$ cat config.mk
export PLATFORM = sky130hd
export DESIGN_NAME = temp_fault_response
export DESIGN_NICKNAME = d
export VERILOG_FILES = /design/src/logic/temp_fault_pkg.sv /design/src/logic/temp_fault_response.sv /design/src/logic/channel_fault_ctrl.sv
export SDC_FILE = /design/constraint.sdc
export NUM_CORES = 1
export LEC_CHECK = 0
export BUFFER_PORTS_ARGS = -buffer_cell sky130_fd_sc_hd__buf_2
export CAP_MARGIN = 20
export CORE_MARGIN = 5
export CORE_UTILIZATION = 51
export CTS_BUF_LIST = sky130_fd_sc_hd__clkbuf_4 sky130_fd_sc_hd__clkbuf_8 sky130_fd_sc_hd__clkbuf_16
export DETAILED_ROUTE_END_ITERATION = 8
export PLACE_DENSITY = 0.72
export SYNTH_ARGS = -nofsm -noshare
export SYNTH_HDL_FRONTEND = slang
export SYNTH_SLANG_ARGS = --single-unit
$ cat constraint.sdc
create_clock -name ref_clk_i -period 2 [get_ports ref_clk_i]
set_input_delay 0.4 -clock ref_clk_i [delete_from_list [all_inputs] [get_ports ref_clk_i]]
set_output_delay 0.4 -clock ref_clk_i [all_outputs]
set_load 0.01 [all_outputs]
$ cat src/logic/temp_fault_pkg.sv
// constants, field layouts and types for the temperature fault response block
// assumes a 125 MHz core clock and a byte-wide command port fed by the serial front end
package temp_fault_pkg;

  // command codes of the three action bytes and the fault clear command
  localparam logic [7:0] CMD_CLEAR_FAULTS = 8'h03;
  localparam logic [7:0] CMD_EXT_OT = 8'h50;
  localparam logic [7:0] CMD_EXT_UT = 8'h54;
  localparam logic [7:0] CMD_INT_OT = 8'hd6;
  localparam logic [7:0] READ_NONE = 8'h00;

  // reset and fixed values of the action bytes
  localparam logic [7:0] EXT_ACTION_RESET = 8'hb8;
  localparam logic [7:0] INT_ACTION_VALUE = 8'hc0;

  // response and retry encodings
  localparam logic [1:0] RESP_CONTINUE = 2'h0;
  localparam logic [1:0] RESP_UNSUP = 2'h1;
  localparam logic [1:0] RESP_SHUTDOWN = 2'h2;
  localparam logic [1:0] RESP_WHILE = 2'h3;
  localparam logic [2:0] RETRY_NONE = 3'h0;
  localparam logic [2:0] RETRY_FOREVER = 3'h7;

  // channel count and timing
  localparam int CH_COUNT = 2;
  localparam int CLK_HZ = 125000000;
  localparam int RESP_LIMIT_MS = 90;
  localparam int RESP_LIMIT_CYCLES = RESP_LIMIT_MS * (CLK_HZ / 1000);

  // action byte layout: response, retry, delay
  typedef struct packed {
    logic [1:0] resp;
    logic [2:0] retry;
    logic [2:0] delay;
  } action_t;

  // faults seen by one channel
  typedef struct packed {
    logic int_ot;
    logic ext_ot;
    logic ext_ut;
  } ch_fault_t;

  // sticky status bits shown to the host
  typedef struct packed {
    logic mfr_summary;
    logic temp_summary;
    logic int_ot;
    logic [1:0] ext_ot;
    logic [1:0] ext_ut;
  } fault_status_t;

  // channel shutdown states
  typedef enum logic [1:0] {
    ST_RUN = 2'b00,
    ST_LATCH_OFF = 2'b01,
    ST_RETRY_WAIT = 2'b10
  } ch_state_t;

endpackage

$ cat src/logic/temp_fault_response.sv
// temperature fault response: action bytes, sticky status, alert and cml flags
// assumes a byte command port decoded by the serial front end, synchronous inputs
//
// Behaviour
// - internal overtemperature action byte is unpaged, read-only, value 0xc0.
// - internal overtemperature sets manufacturer summary and its status bit, raises alert.
// - every response code still sets the status bit and raises alert.
// - writing internal response code 00 or 01 raises a cml fault.
// - response 10 disables the output at once, then restarts only for retry 111, else stays off.
// - response 11 keeps output off only while the fault lasts.
// - status bits clear only by clear faults, off-then-on, or bias loss.
// - internal retry is fixed at 000; writing 001-111 raises cml fault.
// - delay field of the internal action byte is ignored.
// - paged read/write external overtemperature action byte, reset 0xb8.
// - paged read/write external undertemperature action byte, reset 0xb8.
// - external overtemperature sets temperature summary and its bit, raises alert.
// - external faults are reacted to within 90 ms, at adc sampling.
// - external undertemperature sets temperature summary and its bit, raises alert.
// - external response 00 keeps running while still flagging the fault.
// - external retry 111 restarts endlessly each retry interval until stopped.
`timescale 1ns/1ps
module temp_fault_response
  import temp_fault_pkg::*;
#(
  parameter int NUM_CH = CH_COUNT,
  parameter int RESP_LIMIT = RESP_LIMIT_CYCLES
)(
  input wire logic ref_clk_i,
  input wire logic reset_i,
  input wire logic cmd_write_i,
  input wire logic cmd_read_i,
  input wire logic [7:0] cmd_code_i,
  input wire logic cmd_page_i,
  input wire logic [7:0] cmd_data_i,
  input wire logic int_ot_i,
  input wire logic [NUM_CH-1:0] ext_ot_i,
  input wire logic [NUM_CH-1:0] ext_ut_i,
  input wire logic adc_update_i,
  input wire logic [NUM_CH-1:0] channel_run_pin_i,
  input wire logic [NUM_CH-1:0] operation_on_i,
  input wire logic [NUM_CH-1:0] retry_due_i,
  output logic [7:0] read_data_o,
  output logic read_valid_o,
  output logic cml_fault_o,
  output fault_status_t status_o,
  output logic alert_o,
  output logic [NUM_CH-1:0] output_en_o,
  output logic [NUM_CH-1:0] retry_req_o
);

  // elaboration checks: page select is one bit, status holds two channels
  if (NUM_CH != CH_COUNT) begin : g_bad_ch
    $error("NUM_CH must equal CH_COUNT");
  end
  if (RESP_LIMIT < 1) begin : g_bad_limit
    $error("RESP_LIMIT must be at least one cycle");
  end

  localparam action_t INT_ACTION = action_t'(INT_ACTION_VALUE);

  action_t ot_action_reg [NUM_CH], ot_action_next [NUM_CH];
  action_t ut_action_reg [NUM_CH], ut_action_next [NUM_CH];
  logic [NUM_CH-1:0] ext_ot_seen_reg, ext_ot_seen_next;
  logic [NUM_CH-1:0] ext_ut_seen_reg, ext_ut_seen_next;
  logic [31:0] sample_cnt_reg, sample_cnt_next;
  logic [NUM_CH-1:0] run_prev_reg, run_prev_next;
  fault_status_t status_reg, status_next;
  logic cml_reg, cml_next, alert_reg, alert_next;
  logic [7:0] rd_data_reg, rd_data_next;
  logic rd_valid_reg, rd_valid_next;
  logic sample, clear_all;
  logic [NUM_CH-1:0] run_now, run_rise;
  action_t wr_action;

  // command decode, action byte writes and cml detection
  always_comb begin
    wr_action = action_t'(cmd_data_i);
    clear_all = cmd_write_i && (cmd_code_i == CMD_CLEAR_FAULTS);
    ot_action_next = ot_action_reg;
    ut_action_next = ut_action_reg;
    cml_next = cml_reg && !clear_all;
    if (cmd_write_i) begin
      case (cmd_code_i)
        CMD_INT_OT: begin
          // byte is fixed; unsupported response or retry codes flag cml
          if (wr_action.resp == RESP_CONTINUE || wr_action.resp == RESP_UNSUP ||
              wr_action.retry != RETRY_NONE) begin
            cml_next = 1'b1;
          end
        end
        CMD_EXT_OT: begin
          if (wr_action.resp == RESP_UNSUP || wr_action.resp == RESP_WHILE) begin
            cml_next = 1'b1;
          end else begin
            ot_action_next[cmd_page_i] = wr_action;
          end
        end
        CMD_EXT_UT: begin
          if (wr_action.resp == RESP_UNSUP || wr_action.resp == RESP_WHILE) begin
            cml_next = 1'b1;
          end else begin
            ut_action_next[cmd_page_i] = wr_action;
          end
        end
        default: begin
        end
      endcase
    end
  end

  // read path, one cycle after the request
  always_comb begin
    rd_valid_next = cmd_read_i;
    rd_data_next = READ_NONE;
    if (cmd_read_i) begin
      case (cmd_code_i)
        CMD_INT_OT: rd_data_next = INT_ACTION;
        CMD_EXT_OT: rd_data_next = ot_action_reg[cmd_page_i];
        CMD_EXT_UT: rd_data_next = ut_action_reg[cmd_page_i];
        default: rd_data_next = READ_NONE;
      endcase
    end
  end

  // external faults are taken at each adc update, or at the latest each limit
  always_comb begin
    sample = adc_update_i || (sample_cnt_reg == 32'(RESP_LIMIT - 1));
    sample_cnt_next = sample ? 32'h0 : sample_cnt_reg + 32'h1;
    ext_ot_seen_next = sample ? ext_ot_i : ext_ot_seen_reg;
    ext_ut_seen_next = sample ? ext_ut_i : ext_ut_seen_reg;
    run_now = channel_run_pin_i & operation_on_i;
    run_prev_next = run_now;
    run_rise = run_now & ~run_prev_reg;
  end

  // sticky status: set wins over clear
  always_comb begin
    status_next = status_reg;
    status_next.int_ot = (status_reg.int_ot && !(clear_all || (|run_rise))) ||
                         int_ot_i;
    for (int c = 0; c < NUM_CH; c++) begin
      status_next.ext_ot[c] = (status_reg.ext_ot[c] && !(clear_all || run_rise[c])) ||
                              ext_ot_seen_reg[c];
      status_next.ext_ut[c] = (status_reg.ext_ut[c] && !(clear_all || run_rise[c])) ||
                              ext_ut_seen_reg[c];
    end
    status_next.mfr_summary = status_next.int_ot;
    status_next.temp_summary = (|status_next.ext_ot) || (|status_next.ext_ut);
    // alert for any flagged fault, regardless of response code
    alert_next = status_next.mfr_summary || status_next.temp_summary || cml_next;
  end

  // registers
  always_ff @(posedge ref_clk_i) begin
    if (reset_i) begin
      for (int c = 0; c < NUM_CH; c++) begin
        ot_action_reg[c] <= action_t'(EXT_ACTION_RESET);
        ut_action_reg[c] <= action_t'(EXT_ACTION_RESET);
      end
      ext_ot_seen_reg <= '0;
      ext_ut_seen_reg <= '0;
      sample_cnt_reg <= 32'h0;
      run_prev_reg <= '0;
      status_reg <= '0;
      cml_reg <= 1'b0;
      alert_reg <= 1'b0;
      rd_data_reg <= READ_NONE;
      rd_valid_reg <= 1'b0;
    end else begin
      ot_action_reg <= ot_action_next;
      ut_action_reg <= ut_action_next;
      ext_ot_seen_reg <= ext_ot_seen_next;
      ext_ut_seen_reg <= ext_ut_seen_next;
      sample_cnt_reg <= sample_cnt_next;
      run_prev_reg <= run_prev_next;
      status_reg <= status_next;
      cml_reg <= cml_next;
      alert_reg <= alert_next;
      rd_data_reg <= rd_data_next;
      rd_valid_reg <= rd_valid_next;
    end
  end

  // one controller per channel; internal fault feeds every channel
  for (genvar c = 0; c < NUM_CH; c++) begin : g_ch
    ch_fault_t ch_faults;
    assign ch_faults = '{int_ot: int_ot_i, ext_ot: ext_ot_seen_reg[c],
                         ext_ut: ext_ut_seen_reg[c]};
    channel_fault_ctrl u_ctrl (
      .ref_clk_i(ref_clk_i),
      .reset_i(reset_i),
      .run_cmd_i(run_now[c]),
      .faults_i(ch_faults),
      .int_action_i(INT_ACTION),
      .ot_action_i(ot_action_reg[c]),
      .ut_action_i(ut_action_reg[c]),
      .retry_due_i(retry_due_i[c]),
      .output_en_o(output_en_o[c]),
      .retry_req_o(retry_req_o[c])
    );
  end

  assign read_data_o = rd_data_reg;
  assign read_valid_o = rd_valid_reg;
  assign cml_fault_o = cml_reg;
  assign status_o = status_reg;
  assign alert_o = alert_reg;
endmodule

$ cat src/logic/channel_fault_ctrl.sv
// per-channel output shutdown and restart control for temperature faults
// assumes fault levels are already qualified and the retry interval timer is outside
`timescale 1ns/1ps
module channel_fault_ctrl
  import temp_fault_pkg::*;
(
  input wire logic ref_clk_i,
  input wire logic reset_i,
  input wire logic run_cmd_i,
  input wire ch_fault_t faults_i,
  input wire action_t int_action_i,
  input wire action_t ot_action_i,
  input wire action_t ut_action_i,
  input wire logic retry_due_i,
  output logic output_en_o,
  output logic retry_req_o
);

  ch_state_t state_reg, state_next;
  logic out_en_reg, out_en_next;
  logic retry_req_reg, retry_req_next;
  logic shut_int, hold_int, shut_ot, shut_ut, latch_any, retry_all;

  // decode of the programmed reactions; delay field is never looked at
  always_comb begin
    shut_int = faults_i.int_ot && (int_action_i.resp == RESP_SHUTDOWN);
    hold_int = faults_i.int_ot && (int_action_i.resp == RESP_WHILE);
    shut_ot = faults_i.ext_ot && (ot_action_i.resp == RESP_SHUTDOWN);
    shut_ut = faults_i.ext_ut && (ut_action_i.resp == RESP_SHUTDOWN);
    latch_any = shut_int || shut_ot || shut_ut; // code 00 never shuts down
    // internal fault never retries external retries only on 111
    retry_all = !shut_int && (!shut_ot || ot_action_i.retry == RETRY_FOREVER) &&
                (!shut_ut || ut_action_i.retry == RETRY_FOREVER);
  end

  // next state and registered outputs
  always_comb begin
    state_next = state_reg;
    if (!run_cmd_i) begin
      state_next = ST_RUN; // commanded off releases a latched shutdown
    end else begin
      case (state_reg)
        ST_RUN: begin
          if (latch_any) begin
            state_next = retry_all ? ST_RETRY_WAIT : ST_LATCH_OFF;
          end
        end
        ST_LATCH_OFF: begin
          state_next = ST_LATCH_OFF; // held off until commanded off
        end
        ST_RETRY_WAIT: begin
          if (latch_any && !retry_all) begin
            state_next = ST_LATCH_OFF; // another fault ends retrying
          end else if (retry_due_i) begin
            state_next = latch_any ? ST_RETRY_WAIT : ST_RUN;
          end
        end
        default: begin
          state_next = ST_RUN;
        end
      endcase
    end
    // output off at once on shutdown, and only while fault lasts for 11
    out_en_next = run_cmd_i && (state_next == ST_RUN) && !latch_any && !hold_int;
    retry_req_next = (state_next == ST_RETRY_WAIT);
  end

  // state registers
  always_ff @(posedge ref_clk_i) begin
    if (reset_i) begin
      state_reg <= ST_RUN;
      out_en_reg <= 1'b0;
      retry_req_reg <= 1'b0;
    end else begin
      state_reg <= state_next;
      out_en_reg <= out_en_next;
      retry_req_reg <= retry_req_next;
    end
  end

  assign output_en_o = out_en_reg;
  assign retry_req_o = retry_req_reg;

endmodule

==> flow_summary.toml <==
[cells_and_area]
multiInputGateArea_um2 = 2090
finalNetCount = 503
areaGrowthSynthToFinish_pct = 13.3
drive_gt1_frac = 0.220
fillerInstances = 695
largest_reg_flops = 32
stdcell_area_um2 = 4690
diodes = 0
regArea_um2 = 1900

[setup_path]
critPathKind = "register to register"
path_max_fanout = 5
end_kind = "register"
critPathArrivalTime_ps = 2060
cp_cell_sequence = "nor4_1, nand4b_1, o31ai_4, mux2i_1, nor2_1"
crit_slowest_cell = "o31ai_4"
slowest_delay_ps = 410
start_kind = "register"
required_ps = 2220

[power_and_ir_drop]
combPwrFrac = 0.060
ir_drop_mv = 0.290
power_density_nw_per_um2 = 681
intPower_w = 0.00243
p_leak_nw = 1.81
p_switching_w = 0.000757
p_sw_frac = 0.237
seq_power_share = 0.605
pwr-share-clk = 0.335

[synthesis]
ys_ff_latch = 95
synthTopCellsByCount = "95 x dfxtp_1, 66 x nor2_1, 25 x nor2b_1"
syn_area_um2 = 4140
synth_top_flop_cell = "dfxtp_1"
synth.avg_cell_area_um2 = 9.96
synth_top_cell_by_area = "dfxtp_1"
synth_async_sr_flop_share = 0
synth_warnings = 0
seq_area_frac_synth = 0.460
synth_top_cells_by_area = "dfxtp_1 46%, nor2_1 6.0%, xor2_1 4.4%"
synth_top_area_share = 0.460
syn_nets = 449
synth_enable_flop_cells = 0
yosysMostFrequentCell = "dfxtp_1"
ys_types = 54
synthCells = 415

[clocking]
root_buffer = "clkbuf_8"
clk_latency_ps = 340
post_cts.repair.setup_buffers = 0
cts_buffer_depth = 2
clk_pin_slew_ps = 90
cts_resized = 0
numClockSinks = 95
htree_num_levels = 3
cts_tree = "done"
cts_buffers = 9
ctsHoldBuffers = 0

[routing]
vias_per_cell = 5.61
antenna_left = 0
drt-initial-drc-count = 170
vias = 3223
drc = 0
route.detailed.wl_per_inst_um = 15.1
drtPass1Iterations = 5
drt_wl_total_mm = 8.69

[timing]
fin_skew_ps = 9.77
slew_violations = 0
worstMarginPinSlew_ps = 527
rsz0062_at_grt = "false"
tns_ps = 0
relSlewSlack = 0.649
period_share = 0.922
finalHoldViolCount = 0
max_freq_mhz = 542
final-setup-viol-count = 0
period_needed_ps = 1840

[die]
core-area_um2 = 7810
die_height_um = 100
die-area_um2 = 10000
die_w_um = 100
pin_count = 55
initial_utilization = 0.530
num_rows = 32

[grt]
grt_pass1_wl_mm = 14.6
grt_pass1_vias = 2991
grt_overflow = 0
antenna_found_initial = 0
track_usage = 0.179
grt_max_degree = 47

[placement]
routabilityCongestion = 0.843
dpl-instance-area_um2 = 4520
portBuffers = 54
hpwl_mm = 6.44

[job]
drv_cap = 0

[run_status]
status = "finished, final reports clean"

[hold_path]
hold_class = "input port to register"
power by group through the flow:
stage	logic (W)	clock network, W	registers, W
2_1_floorplan	0.000104	0	0.00198
3_3_place_gp	0.000189	0	0.00197
3_5_place_dp	0.000193	0	0.00197
4_1_cts	0.000194	0.00110	0.00193
5_1_grt	0.000214	0.00118	0.00193
6_report	0.000192	0.00107	0.00193
layer usage:
metal | global-route usage | part of all wire | vias up
li1 | - | - | 1576
met1 | 0.250 | 0.46 | 1528
met2 | 0.280 | 0.46 | 105
met3 | 0.0341 | 0.064 | 14
met4 | 0.0611 | 0.013 | 0
met5 | 0 | 0 | -
per-stage QoR:
step           cells  power (W)  setup WS, ps  hold slack, ps  utilization
4_1_cts          575    0.00322           163             294        0.600
3_3_place_gp     560    0.00216          76.3             419        0.579
2_1_floorplan    415    0.00208           337             413            -
5_1_grt          575    0.00333          54.3             297        0.600
6_report         575    0.00319           156             307        0.600
3_5_place_dp     560    0.00217          21.3             440        0.579
worst paths after layout:
| path | start | to | slack (ps) | cells after the start |
|---|---|---|---|---|
| max | sample_cnt_reg[4]$_SDFF_PP0_ | ext_ot_seen_reg[0]$_SDFFE_PP0P_ | 160 | 5 |
| min | ext_ut_i[0] | ext_ut_seen_reg[0]$_SDFFE_PP0P_ | 310 | 3 |
| max reg2reg | sample_cnt_reg[4]$_SDFF_PP0_ | ext_ot_seen_reg[0]$_SDFFE_PP0P_ | 160 | 5 |
| min reg2reg | sample_cnt_reg[0]$_SDFF_PP0_ | sample_cnt_reg[0]$_SDFF_PP0_ | 450 | 1 |
final cells by class:
type                    instances  area share
repair buffers                 66      0.0822
well taps                     102      0.0272
clock inverters                 6     0.00828
flip-flops and latches         95       0.406
multi-input cells             292       0.446
clock buffers                   9      0.0264
inverters                       5     0.00401
kinds of logic (layout without fill, tap and decap cells):
family / Yosys count / count (layout) / synth area share
AOI/OAI and AO/OA: 43 / 43 / 0.0793
xor gates and xnor gates: 28 / 28 / 0.0593
adders and majority gates: 1 / 1 / 0.00303
buffers and inverters: 28 / 86 / 0.0369
DFF: 95 / 95 / 0.460
muxes: 24 / 24 / 0.0823
and+or+nand+nor: 196 / 196 / 0.279
cell usage in the layout (no fill, tap or decap), types with 2 or more instances in the layout:
cell	instances
nor2b_1	25
clkbuf_8	9
o21ai_0	3
a211o_1	16
buf_4	10
nor4_4	2
clkinvlp_4	2
o22ai_1	3
a31oi_1	6
nor3_1	3
or4_1	4
nor2_1	66
mux4_2	8
buf_12	2
dfxtp_1	95
clkinv_2	3
and2_1	5
xor2_1	21
nand4b_1	2
xnor2_1	7
and3b_1	2
mux2i_1	16
nand3_1	16
inv_1	5
buf_2	54
a21oi_1	7
and3_1	11
nand2_1	15
nor3b_1	6
nand4_1	12
nand3_2	2
nor4_1	3
nand3b_1	5
and4_1	3
o31ai_4	2
nor4b_2	3
worst max-delay path: cells and delay by family, from the launching register on:
| kind | cells | cell delay [ps] |
|---|---|---|
| mux | 1 | 230 |
| compound gates | 1 | 410 |
| simple gates | 3 | 720 |
| flops | 1 | 370 |
(Power assumes the default switching activity.)
